==> src/design/srdc_pkg.sv <==
// shared constants, types and field layout of the channel control block
package srdc_pkg;
  // register pointer values (control side)
  localparam logic [3:0] PTR_CMD     = 4'h0;
  localparam logic [3:0] PTR_IRQ_CTL = 4'h1;
  localparam logic [3:0] PTR_VEC     = 4'h2;
  localparam logic [3:0] PTR_RXPAR   = 4'h3;
  // read pointers: ext status, condition status, vector, data holding
  localparam logic [3:0] PTR_STAT    = 4'h0;
  localparam logic [3:0] PTR_COND    = 4'h1;
  localparam logic [3:0] PTR_MODVEC  = 4'h2;
  localparam logic [3:0] PTR_RXDATA  = 4'h8;
  // command codes in bits 5:3 of the command register
  localparam logic [2:0] CMD_PT_HIGH = 3'h1;
  localparam logic [2:0] CMD_RST_EXT = 3'h2;
  localparam logic [2:0] CMD_NEXT_RX = 3'h4;
  localparam logic [2:0] CMD_RST_TXP = 3'h5;
  localparam logic [2:0] CMD_ERR_RST = 3'h6;
  // irq_and_transfer_mode_ctrl bit positions
  localparam int B_WREQ_EN = 7;
  localparam int B_REQ_FN  = 6;
  localparam int B_ON_RX   = 5;
  localparam int F_RXIM    = 3;
  localparam int B_PAR_SPC = 2;
  localparam int B_TX_IE   = 1;
  localparam int B_EXT_IE  = 0;
  // receiver_parameter_ctrl bit positions
  localparam int F_BITS    = 6;
  localparam int B_AUTO    = 5;
  localparam int B_HUNT    = 4;
  localparam int B_CRC     = 3;
  localparam int B_RX_EN   = 0;
  // values after reset
  localparam logic [7:0] RST_IRQ_CTL = 8'h00;
  localparam logic [7:0] RST_VEC     = 8'h00;
  localparam logic [7:0] RST_RXPAR   = 8'h00;
  localparam logic [3:0] RST_BITS    = 4'h5;
  // status codes folded into the vector
  localparam logic [2:0] VC_TX   = 3'h0;
  localparam logic [2:0] VC_EXT  = 3'h1;
  localparam logic [2:0] VC_RX   = 3'h2;
  localparam logic [2:0] VC_SPC  = 3'h3;
  localparam logic [2:0] VC_NONE = 3'h7;
  // receive interrupt modes
  typedef enum logic [1:0] {
    RXIM_OFF   = 2'h0,
    RXIM_FIRST = 2'h1,
    RXIM_ALL   = 2'h2,
    RXIM_SPC   = 2'h3
  } srdc_rxim_t;
  // received character with its condition flags
  typedef struct packed {
    logic       eof;
    logic       frm;
    logic       ovr;
    logic       par;
    logic [7:0] data;
  } srdc_rxw_t;
endpackage : srdc_pkg

==> src/design/srdc_top.sv <==
// channel control: wait/request pin, rx/tx/ext interrupts, receiver parameters
// How it works
// - function select 1 drives request low when ready
// - function select 0 floats pin, low on early access
// - bit 5 picks receive or transmit buffer state
// - request on ready held off while the chip is selected
// - request pulses low one cycle after CRC end
// - wait on empty receive read or full transmit write
// - two-bit receive interrupt mode picks four behaviours
// - disabled receive interrupts still modify vector status
// - stripped sync characters never raise receive interrupts
// - overrun, framing, end of frame, parity are special
// - first-char special pending survives channel reset or disable while an errored character heads the buffer
// - next-character command re-arms first-character interrupt
// - every-character mode latches overrun and parity, no hold
// - special-only mode holds errored character until reset
// - parity mismatch special only when both bits enabled
// - transmit interrupt each time buffer becomes empty
// - bit 0 masters external status interrupts, reset clears
// - single vector register, optionally carrying status code
// - bits-per-character encoding, unused bits read one
// - auto enables gate tx by CTS, rx by carrier
// - hunt mode entry sources and clear on match
// - receive CRC enable drives receiver CRC start
// - enable bit 7 clear holds pin in inactive state
// - error reset clears latched errors, releases held data
`timescale 1ns/100ps
module srdc_top
  import srdc_pkg::*;
#(
  parameter int DEPTH = 2
) (
  input  wire logic       SYS_CLK,
  input  wire logic       RSTN,
  input  wire logic       CHAN_RESET,
  input  wire logic       BUS_SEL,
  input  wire logic       BUS_RD,
  input  wire logic       BUS_WR,
  input  wire logic       BUS_DATA_SEL,
  input  wire logic [7:0] BUS_WDATA,
  output logic      [7:0] BUS_RDATA,
  output logic            WREQ_O,
  output logic            WREQ_OE,
  input  wire srdc_rxw_t  RX_WORD,
  input  wire logic       RX_VALID,
  input  wire logic       RX_SYNC_STRIP,
  output logic            RX_READY,
  input  wire logic       TX_BUF_EMPTY,
  input  wire logic       TX_CRC_DONE,
  input  wire logic       TX_ENABLE_BIT,
  input  wire logic       SYNC_MODE,
  input  wire logic       ASYNC_MODE,
  input  wire logic       PARITY_EN,
  input  wire logic       LOCAL_LOOP,
  input  wire logic       AUTO_ECHO,
  input  wire logic       RX_ABORT,
  input  wire logic       RX_SYNC_MATCH,
  input  wire logic [6:0] EXT_EVENT,
  input  wire logic       VEC_CARRIES_STATUS,
  input  wire logic       VEC_STATUS_HIGH,
  input  wire logic       CARRIER_DETECT_INPUT_N,
  input  wire logic       CLEAR_TO_SEND_N,
  output logic            RX_IRQ,
  output logic            TX_IRQ,
  output logic            EXT_IRQ,
  output logic      [3:0] RX_CHAR_BITS,
  output logic            RX_ENABLE,
  output logic            TX_ENABLE,
  output logic            HUNT,
  output logic            RX_CRC_EN
);
  localparam int AW = $clog2(DEPTH);
  localparam int CW = $clog2(DEPTH + 1);

  // decoded character length
  function automatic logic [3:0] char_bits(input logic [1:0] f);
    case (f)
      2'h0:    char_bits = 4'h5;
      2'h1:    char_bits = 4'h7;
      2'h2:    char_bits = 4'h6;
      default: char_bits = 4'h8;
    endcase
  endfunction : char_bits

  // mask of the bits that carry data for a given length
  function automatic logic [7:0] char_mask(input logic [1:0] f);
    case (f)
      2'h0:    char_mask = 8'h1F;
      2'h1:    char_mask = 8'h7F;
      2'h2:    char_mask = 8'h3F;
      default: char_mask = 8'hFF;
    endcase
  endfunction : char_mask

  // pointer advance with wrap
  function automatic logic [AW-1:0] next_ptr(input logic [AW-1:0] p);
    next_ptr = (p == AW'(DEPTH - 1)) ? '0 : p + 1'b1;
  endfunction : next_ptr

  logic [7:0]    ctl_r;
  logic [7:0]    vec_r;
  logic [7:0]    rxpar_r;
  logic [3:0]    ptr_r;
  logic [7:0]    rdata_r;
  srdc_rxw_t     mem_r [DEPTH];
  logic [AW-1:0] wp_r;
  logic [AW-1:0] rp_r;
  logic [CW-1:0] cnt_r;
  logic          ready_r;
  logic          par_l_r;
  logic          ovr_l_r;
  logic          spc_pend_r;
  logic          armed_r;
  logic          first_pend_r;
  logic          rx_irq_r;
  logic          tx_empty_d_r;
  logic          tx_pend_r;
  logic          ext_pend_r;
  logic          ext_irq_r;
  logic          hunt_r;
  logic          post_rst_r;
  logic          dcd_m_r;
  logic          dcd_s_r;
  logic          cts_m_r;
  logic          cts_s_r;
  logic          rx_en_r;
  logic          tx_en_r;
  logic [3:0]    bits_r;
  logic          wreq_o_r;
  logic          wreq_oe_r;

  // control field decode
  srdc_rxim_t rxim;
  wire wreq_en = ctl_r[B_WREQ_EN];
  wire req_fn  = ctl_r[B_REQ_FN];
  wire on_rx   = ctl_r[B_ON_RX];
  wire par_spc = ctl_r[B_PAR_SPC];
  wire tx_ie   = ctl_r[B_TX_IE];
  wire ext_ie  = ctl_r[B_EXT_IE];
  assign rxim = srdc_rxim_t'(ctl_r[F_RXIM+:2]);

  // special receive condition of one character
  function automatic logic is_spc(input srdc_rxw_t w, input logic ps, input logic pe);
    is_spc = w.ovr | w.frm | w.eof | (w.par & ps & pe);
  endfunction : is_spc

  // buffer head and hold state
  srdc_rxw_t head;
  assign head = mem_r[rp_r];
  wire nonempty = (cnt_r != '0);
  wire head_spc = nonempty & is_spc(head, par_spc, PARITY_EN);
  // every-character mode never holds errored data
  wire hold     = head_spc & (rxim == RXIM_FIRST | rxim == RXIM_SPC);
  wire rx_rdy   = nonempty & ~hold;
  wire wait_on  = wreq_en & ~req_fn;

  // bus decode: data accesses may be stalled by the wait function
  wire data_rd  = BUS_SEL & BUS_DATA_SEL & BUS_RD;
  wire data_wr  = BUS_SEL & BUS_DATA_SEL & BUS_WR;
  wire stall_rx = wait_on & on_rx & data_rd & ~rx_rdy;
  wire stall_tx = wait_on & ~on_rx & data_wr & ~TX_BUF_EMPTY;
  wire stall    = stall_rx | stall_tx;
  wire rd_take  = data_rd & ~stall_rx;
  wire ctl_acc  = BUS_SEL & ~BUS_DATA_SEL & (BUS_RD | BUS_WR);
  wire ctl_wr   = ctl_acc & BUS_WR;
  wire ctl_rd   = ctl_acc & BUS_RD & ~BUS_WR;
  wire we_cmd   = ctl_wr & (ptr_r == PTR_CMD);
  wire we_ctl   = ctl_wr & (ptr_r == PTR_IRQ_CTL);
  wire we_vec   = ctl_wr & (ptr_r == PTR_VEC);
  wire we_rxpar = ctl_wr & (ptr_r == PTR_RXPAR);
  wire [2:0] cmd = BUS_WDATA[5:3];
  wire cmd_err  = we_cmd & (cmd == CMD_ERR_RST);
  wire cmd_next = we_cmd & (cmd == CMD_NEXT_RX);
  wire cmd_txp  = we_cmd & (cmd == CMD_RST_TXP);
  wire cmd_ext  = we_cmd & (cmd == CMD_RST_EXT);

  // pointer returns to zero after any access through it, except a command write, which loads it
  wire [3:0] ptr_nxt = (we_cmd) ? {cmd == CMD_PT_HIGH, BUS_WDATA[2:0]} :
                       (ctl_acc) ? PTR_CMD : ptr_r;

  // buffer push and pop; sync characters to strip are dropped here
  wire push     = RX_VALID & ~RX_SYNC_STRIP & ready_r;
  wire pop_rd   = rd_take & rx_rdy;
  wire pop_err  = cmd_err & hold;
  wire pop      = pop_rd | pop_err;
  wire [CW-1:0] cnt_nxt = cnt_r + CW'(push) - CW'(pop);
  srdc_rxw_t in_w;
  // unused high data bits are forced to one on the way in
  assign in_w = '{eof: RX_WORD.eof, frm: RX_WORD.frm, ovr: RX_WORD.ovr, par: RX_WORD.par,
                  data: RX_WORD.data | ~char_mask(rxpar_r[F_BITS+:2])};
  wire in_spc = push & is_spc(RX_WORD, par_spc, PARITY_EN);

  // ctl write with mode 00 counts as disabling receive interrupts
  wire rx_dis = we_ctl & (BUS_WDATA[F_RXIM+:2] == RXIM_OFF);
  // a head released by error reset must not re-arm the pending flag
  wire spc_pend_nxt = in_spc | (head_spc & ~pop_err) |
                      (spc_pend_r & ~cmd_err & ~rx_dis & ~CHAN_RESET);
  wire first_set    = armed_r & (rxim == RXIM_FIRST) & nonempty;
  wire rx_irq_nxt   = (rxim != RXIM_OFF) & (spc_pend_r | (rxim == RXIM_FIRST & first_pend_r) |
                                            (rxim == RXIM_ALL & nonempty));

  // interrupt vector with optional status code
  wire [2:0] vcode = spc_pend_r ? VC_SPC : nonempty ? VC_RX : tx_pend_r ? VC_TX :
                     ext_pend_r ? VC_EXT : VC_NONE;
  wire [7:0] mod_vec = ~VEC_CARRIES_STATUS ? vec_r :
                       VEC_STATUS_HIGH ? {vec_r[7], vcode, vec_r[3:0]} :
                       {vec_r[7:4], vcode, vec_r[0]};
  wire [7:0] rr_stat = {2'h0, ~cts_s_r, hunt_r, ~dcd_s_r, TX_BUF_EMPTY, 1'b0, nonempty};
  wire [7:0] rr_cond = {head.eof & nonempty, head.frm & nonempty, ovr_l_r, par_l_r, 4'h0};
  wire [7:0] rd_mux  = (ptr_r == PTR_STAT)   ? rr_stat :
                       (ptr_r == PTR_COND)   ? rr_cond :
                       (ptr_r == PTR_MODVEC) ? mod_vec :
                       (ptr_r == PTR_RXDATA) ? head.data : 8'h00;
  wire [7:0] rdata_nxt = rd_take ? head.data : ctl_rd ? rd_mux : rdata_r;

  // wait/request pin
  wire rdy       = on_rx ? rx_rdy : TX_BUF_EMPTY;
  wire crc_pulse = TX_CRC_DONE & ~on_rx & SYNC_MODE & req_fn & wreq_en;
  // request on ready only asserts outside a bus cycle; the CRC pulse can assert inside one
  wire req_low   = wreq_en & ((rdy & ~BUS_SEL) | crc_pulse);
  wire wo_nxt    = req_fn ? ~req_low : 1'b0;
  wire woe_nxt   = req_fn ? 1'b1 : stall;

  // auto enables; the status inputs pass through the synchronisers
  wire rx_en_nxt = rxpar_r[B_RX_EN] & (~rxpar_r[B_AUTO] | ~dcd_s_r | LOCAL_LOOP);
  wire tx_en_nxt = TX_ENABLE_BIT & (~rxpar_r[B_AUTO] | ~cts_s_r | AUTO_ECHO | LOCAL_LOOP);

  // hunt: reset, abort, receiver disable or explicit entry; match leaves
  wire rx_off   = (we_rxpar & rxpar_r[B_RX_EN] & ~BUS_WDATA[B_RX_EN]) | CHAN_RESET;
  wire hunt_set = (we_rxpar & BUS_WDATA[B_HUNT]) | RX_ABORT | rx_off | (post_rst_r & ~ASYNC_MODE);
  wire hunt_nxt = hunt_set | (hunt_r & ~RX_SYNC_MATCH);
  wire ext_set  = (|EXT_EVENT) | (hunt_r & RX_SYNC_MATCH);

  // configuration registers
  always_ff @(posedge SYS_CLK or negedge RSTN) begin
    if (!RSTN) begin
      ctl_r   <= RST_IRQ_CTL;
      vec_r   <= RST_VEC;
      rxpar_r <= RST_RXPAR;
      ptr_r   <= PTR_CMD;
    end else begin
      ptr_r <= ptr_nxt;
      if (we_ctl) begin
        ctl_r <= BUS_WDATA;
      end else if (CHAN_RESET) begin
        ctl_r[B_EXT_IE] <= 1'b0;
      end
      if (we_vec) begin
        vec_r <= BUS_WDATA;
      end
      if (we_rxpar) begin
        rxpar_r <= BUS_WDATA;
      end else if (CHAN_RESET) begin
        rxpar_r[B_RX_EN] <= 1'b0;
      end
    end
  end

  // receive buffer storage
  always_ff @(posedge SYS_CLK or negedge RSTN) begin
    if (!RSTN) begin
      for (int i = 0; i < DEPTH; i++) begin
        mem_r[i] <= '0;
      end
      wp_r    <= '0;
      rp_r    <= '0;
      cnt_r   <= '0;
      ready_r <= 1'b1;
    end else begin
      if (push) begin
        mem_r[wp_r] <= in_w;
        wp_r        <= next_ptr(wp_r);
      end
      if (pop) begin
        rp_r <= next_ptr(rp_r);
      end
      cnt_r   <= cnt_nxt;
      ready_r <= (cnt_nxt != CW'(DEPTH));
    end
  end

  // receive condition latches; a new error wins over error reset
  always_ff @(posedge SYS_CLK or negedge RSTN) begin
    if (!RSTN) begin
      par_l_r      <= 1'b0;
      ovr_l_r      <= 1'b0;
      spc_pend_r   <= 1'b0;
      armed_r      <= 1'b1;
      first_pend_r <= 1'b0;
      rx_irq_r     <= 1'b0;
    end else begin
      par_l_r      <= (push & RX_WORD.par) | (par_l_r & ~cmd_err);
      ovr_l_r      <= (push & RX_WORD.ovr) | (ovr_l_r & ~cmd_err);
      spc_pend_r   <= spc_pend_nxt;
      armed_r      <= cmd_next | (armed_r & ~first_set);
      first_pend_r <= first_set | (first_pend_r & ~pop_rd & (rxim == RXIM_FIRST));
      rx_irq_r     <= rx_irq_nxt;
    end
  end

  // transmit and external/status interrupts
  always_ff @(posedge SYS_CLK or negedge RSTN) begin
    if (!RSTN) begin
      tx_empty_d_r <= 1'b0;
      tx_pend_r    <= 1'b0;
      ext_pend_r   <= 1'b0;
      ext_irq_r    <= 1'b0;
    end else begin
      tx_empty_d_r <= TX_BUF_EMPTY;
      tx_pend_r    <= (tx_ie & TX_BUF_EMPTY & ~tx_empty_d_r) |
                      (tx_pend_r & TX_BUF_EMPTY & ~cmd_txp);
      ext_pend_r   <= ext_set | (ext_pend_r & ~cmd_ext);
      ext_irq_r    <= ext_ie & (ext_set | (ext_pend_r & ~cmd_ext)) & ~CHAN_RESET;
    end
  end

  // pin synchronisers, receiver controls and the wait/request pin
  always_ff @(posedge SYS_CLK or negedge RSTN) begin
    if (!RSTN) begin
      dcd_m_r    <= 1'b1;
      dcd_s_r    <= 1'b1;
      cts_m_r    <= 1'b1;
      cts_s_r    <= 1'b1;
      rx_en_r    <= 1'b0;
      tx_en_r    <= 1'b0;
      hunt_r     <= 1'b0;
      post_rst_r <= 1'b1;
      bits_r     <= RST_BITS;
      wreq_o_r   <= 1'b0;
      wreq_oe_r  <= 1'b0;
      rdata_r    <= 8'h00;
    end else begin
      dcd_m_r    <= CARRIER_DETECT_INPUT_N;
      dcd_s_r    <= dcd_m_r;
      cts_m_r    <= CLEAR_TO_SEND_N;
      cts_s_r    <= cts_m_r;
      rx_en_r    <= rx_en_nxt;
      tx_en_r    <= tx_en_nxt;
      hunt_r     <= hunt_nxt;
      post_rst_r <= 1'b0;
      bits_r     <= char_bits(rxpar_r[F_BITS+:2]);
      wreq_o_r   <= wo_nxt;
      wreq_oe_r  <= woe_nxt;
      rdata_r    <= rdata_nxt;
    end
  end

  assign BUS_RDATA    = rdata_r;
  assign WREQ_O       = wreq_o_r;
  assign WREQ_OE      = wreq_oe_r;
  assign RX_READY     = ready_r;
  assign RX_IRQ       = rx_irq_r;
  assign TX_IRQ       = tx_pend_r;
  assign EXT_IRQ      = ext_irq_r;
  assign RX_CHAR_BITS = bits_r;
  assign RX_ENABLE    = rx_en_r;
  assign TX_ENABLE    = tx_en_r;
  assign HUNT         = hunt_r;
  assign RX_CRC_EN    = rxpar_r[B_CRC];
endmodule : srdc_top

==> config.mk <==
export PLATFORM = sky130hd
export DESIGN_NAME = srdc_top
export DESIGN_NICKNAME = d
export VERILOG_FILES = /design/src/design/srdc_pkg.sv /design/src/design/srdc_top.sv
export SDC_FILE = /design/constraint.sdc
export NUM_CORES = 1
export LEC_CHECK = 0
export BUFFER_PORTS_ARGS = -buffer_cell sky130_fd_sc_hd__buf_2
export CAP_MARGIN = 20
export CORE_MARGIN = 4
export CORE_UTILIZATION = 45
export CTS_CLUSTER_DIAMETER = 100
export DETAILED_ROUTE_END_ITERATION = 7
export PLACE_DENSITY_LB_ADDON = 0.2
export SLEW_MARGIN = 10
export SYNTH_ARGS = -nofsm -noshare
export SYNTH_HDL_FRONTEND = slang
export SYNTH_SLANG_ARGS = --single-unit
==> constraint.sdc <==
create_clock -name SYS_CLK -period 2.8 [get_ports SYS_CLK]
set_clock_uncertainty 0.15 [all_clocks]
set_input_delay 0.14 -clock SYS_CLK [delete_from_list [all_inputs] [get_ports SYS_CLK]]
set_output_delay 0.14 -clock SYS_CLK [all_outputs]
set_load 0.1 [all_outputs]
==> results <==
- The flow ran to the end, and the final reports show no timing, DRC or antenna violations.
- The sequential fraction of the synthesis area is between 50% and 60%.
- The fraction of power spent switching nets is 42.7%.
- The post-layout minimum cycle time is 2640 ps.
- The fraction of synthesis flops using an asynchronous set or reset pin is between 90% and 100%.
- The number of buffers on the longest clock path is 2.
- The first global-routing pass estimated 17100 um of wire.
- The critical path capture point type is a flop.
- The number of diodes added for antenna fixing is 0.
- The worst setup path is launched from a flop.
- The part of the total power dissipated in the clock network is between 10% and 20%.
- In the synthesized netlist the dominant register cell turns out to be dfrtp_1.
- 72 I/O pins were placed.
- The number of sinks handled by clock tree synthesis is 86.
- The top cell types in the final layout, fill and taps aside, are 77 x dfrtp_1, 70 x buf_2, 36 x dlygate4sd3_1, 30 x mux2_2, 22 x nor2_1.
- Combinational logic is responsible for between 40% and 50% of the overall power.
- The number of different library cells used by synthesis comes to 53.
- The share of total power dissipated in sequential elements is 39.3%.
- Once placement completed, the tool counted placed cells totaling 525.
- Post-CTS timing repair inserted 0 buffers for setup.
- The headroom to the max-slew limit is around half.
- Relative to the synthesized area, the layout overhead comes to 29.0%.
- Power spread over the standard cell area amounts to 998 nW/um^2.
- Of all nets on the critical path, the largest fanout is 4.
- Detailed routing inserted a total of ~3200 vias.
- The reg-to-reg startpoint is ptr_r[1]$_DFFE_PN0P_.
- Each instance of the synthesized netlist takes up on average around 11 sq um.
- Yosys attributes the largest share of cell area to dfrtp_1 49%, mux2_2 8.5%, dfstp_2 6.0%.
- The post-route netlist has 31.6% of its cells at a drive strength greater than 1.
- The data required time at the worst endpoint is 2930 ps.
- In this run the worst hold path is classified as input port to flop.
- The clock-pin slew reported for the worst setup and hold paths after clock tree synthesis is ~90 ps.
- For the pin with the worst max-slew slack, the measured transition is 736 ps.
- Across the VDD grid, the largest voltage drop is 471 uV.
- The destination of the critical timing path is RX_READY$_DFF_PN1_.
- Routability-driven placement finished with a final weighted congestion of 0.939.
- From bottom edge to top edge, the die measures 102 um.
- The timing startpoint of the critical path is ptr_r[1]$_DFFE_PN0P_.
- The final number of setup-violating endpoints is 0.
- The placed instances occupy a cell area of between 4000 and 5000 sq um.
- The core region is 8380 sq um.
- The wire length per cell is 17.8 um.
- The via count of the first global-routing pass was ~3400.
- The post-layout worst setup margin is 164 ps.
- The die covers 10400 sq um.
- OpenSTA, run right after detailed placement, puts the worst setup slack at 157 ps.
- The floorplan has 33 rows.
- The net total in the final layout is 523.
- Derived from the worst setup path, the maximum achievable clock frequency is 379 MHz.
- The remaining global-route overflow is 0.
- In the routed layout, each cell is associated on average with a via count of 5.49.
- The cell count after synthesis is 349.
- The post-synthesis instance area is around 4000 sq um.
- The most common cell after layout, fill and taps aside is dfrtp_1.
- The CTS H-tree depth is 3.
- The count of port buffers added during placement is 71.
- In this run the critical register-to-register path is captured at RX_READY$_DFF_PN1_.
- Once detail routing completed, the nets flagged for antenna violations numbered 0.
- The synthesis warning total is 0.
- The root buffer cell is clkbuf_8.
- The internal portion of the total power is 2.92 mW.
- Setup repair after global routing left no endpoint under its margin.
- The type of the worst setup path is flop to flop.
- The data arrival time at the worst-slack endpoint is between 2000 and 3000 ps.
- The post-route non-filler standard cell count is 577.
- The post-detailed-placement half-perimeter wirelength is 7320 um.
- In the global route stage, overall resource usage came out at 21.6%.
- Counting cells, the worst reg-to-reg path comes to 10.
- The share of the synthesized area in the top cell type is slightly below 50%.
- dfrtp_1 takes more of the synthesized area than any other cell.
- The internal reg-to-reg setup slack is 160 ps.
- The final hold violation count is 0.
- The number of detailed-route iterations in the first pass is 4.
- The analysis attributes to net switching a power of around 2.2 mW.
- The worst hold-check slack is between 10 and 15 ps.
- The tool flagged a number of max-cap violations equal to 0.
- The leakage power of the design is roughly 2.4 nW.
- TritonCTS built the clock tree.
- When the netlist entered floorplanning its net count stood at a little over 400.
- The post-route cell area is 5110 sq um.
- The TritonCTS buffer count is 9.
- Clock latency on the worst-skew pair, taken at its later pin, is 350 ps.
- The routed wire length is 10300 um.
- Measured along the x axis, the die boundary spans ~100 um.
- The number of antenna violations at the first check in global routing is 0.
- The starting utilization of the core area is between 40% and 50%.
- Counting flops and latches in the post-synthesis netlist gives 86.
- After layout, the worst path uses ~94% of the clock period.
- The number of filler cells placed in the layout is around 740.
- Setup total negative slack on the finished layout was measured at 0 ps.
- In this run, the number of DRC markers left after iteration 0 of detailed routing was 188.
- The number of slew-limit violations in the final report came to 0.
- The post-detailed-route DRC marker count is 0.
- The number of enable flip-flop cells after synthesis is 0.
- The pin count of the biggest net entering global routing is 87.
[per-layer routing]
layer / global-route usage, % / share of wire [%] / vias up / wire (um)
met5: 0 / 0 / - / 0
met4: 8.68 / 3.2 / 0 / 330
met3: 4.64 / 6.9 / 28 / 711
met2: 35.2 / 49 / 112 / 5000
met1: 28.2 / 41 / 1526 / 4260
li1: - / - / 1501 / -
[worst max-delay path: stages (launching register included)]
cell and delay (ps):
dfrtp_1 390, or4_4 600, nor2_8 120, nand4b_4 140, o41ai_4 270, ha_1 290, inv_1 60, ha_2 190
xnor2_2 130, xnor2_2 140, nand2b_1 90
[Yosys cell counts (all sizes together) (5+ instances only)]
| master | count |
|---|---|
| mux2 | 34 |
| clkbuf | 7 |
| nor2 | 23 |
| ha | 5 |
| nand2b | 7 |
| o21ai | 25 |
| buf | 5 |
| o22ai | 11 |
| dfstp | 9 |
| nor4 | 7 |
| a22o | 5 |
| nand2 | 18 |
| dfrtp | 77 |
| inv | 18 |
| nor3 | 10 |
| mux2i | 12 |
| a21oi | 21 |
[through the flow]
stage,utilization [%],power (mW)
2_1_floorplan,-,3.56
3_3_place_gp,53.5,4.01
3_5_place_dp,53.5,4.08
4_1_cts,60.4,5.10
5_1_grt,60.9,5.39
6_report,60.9,5.10
[cell type report]
type                            instances  area (sq um)  area share [%]
Inverter                               18          67.6            1.32
Tap cell                              105           131            2.57
Multi-Input combinational cell        233          1690            33.1
Sequential cell                        86          2160            42.3
Clock buffer                           10           138            2.69
Clock inverter                          5          82.6            1.62
Timing Repair Buffer                  120           836            16.4
[registers in the layout (all words and copies together), names as in the netlist, 2 cells and up]
| register | cells |
|---|---|
| rxpar_r | 5 |
| cnt_r | 2 |
| BUS_RDATA | 8 |
| mem_r | 24 |
| ptr_r | 4 |
| vec_r | 8 |
| RX_CHAR_BITS | 4 |
| ctl_r | 8 |
[power groups by stage]
stage / clock network [mW] / registers, mW / logic [mW]
after global placement: 0 / 1.99 / 2.01
after CTS: 0.994 / 2.00 / 2.11
after global routing: 1.04 / 2.07 / 2.28
final: 0.970 / 2.01 / 2.12
after detailed placement: 0 / 2.02 / 2.06
after floorplan: 0 / 2.64 / 0.918
[repair_timing]
action                                  CTS  global route
endpoints found under the setup margin    0             1
hold buffers                             36             0
gates resized for setup                   0             3
hold endpoints to repair                135             0
[worst min-delay path by stage]
stage / from / end / slack [ps] / cells after the start
CTS: TX_CRC_DONE / WREQ_O$_DFF_PN0_ / 1 / 4
detailed placement: CLEAR_TO_SEND_N / cts_m_r$_DFF_PN1_ / 100 / 1
floorplan: RSTN / BUS_RDATA[0]$_DFFE_PN0P_ / -310 / 0
global placement: CLEAR_TO_SEND_N / cts_m_r$_DFF_PN1_ / 100 / 1
global route: SYNC_MODE / WREQ_O$_DFF_PN0_ / 20 / 4
finish: TX_CRC_DONE / WREQ_O$_DFF_PN0_ / 10 / 4
[logic make-up (layout without fill, tap and decap cells)]
kind of cell,after synthesis,count (layout),synth area share [%]
AO/OA/AOI/OAI,82,82,13.1
XOR/XNOR,4,4,0.885
adder cells (fa/ha/maj),5,5,1.58
buffers and inverters,30,153,3.16
flip-flops,86,86,54.6
multiplexers,46,46,12.7
other,1,1,0.0947
AND/OR/NAND/NOR,95,95,13.9
(Power assumes the default switching activity.)
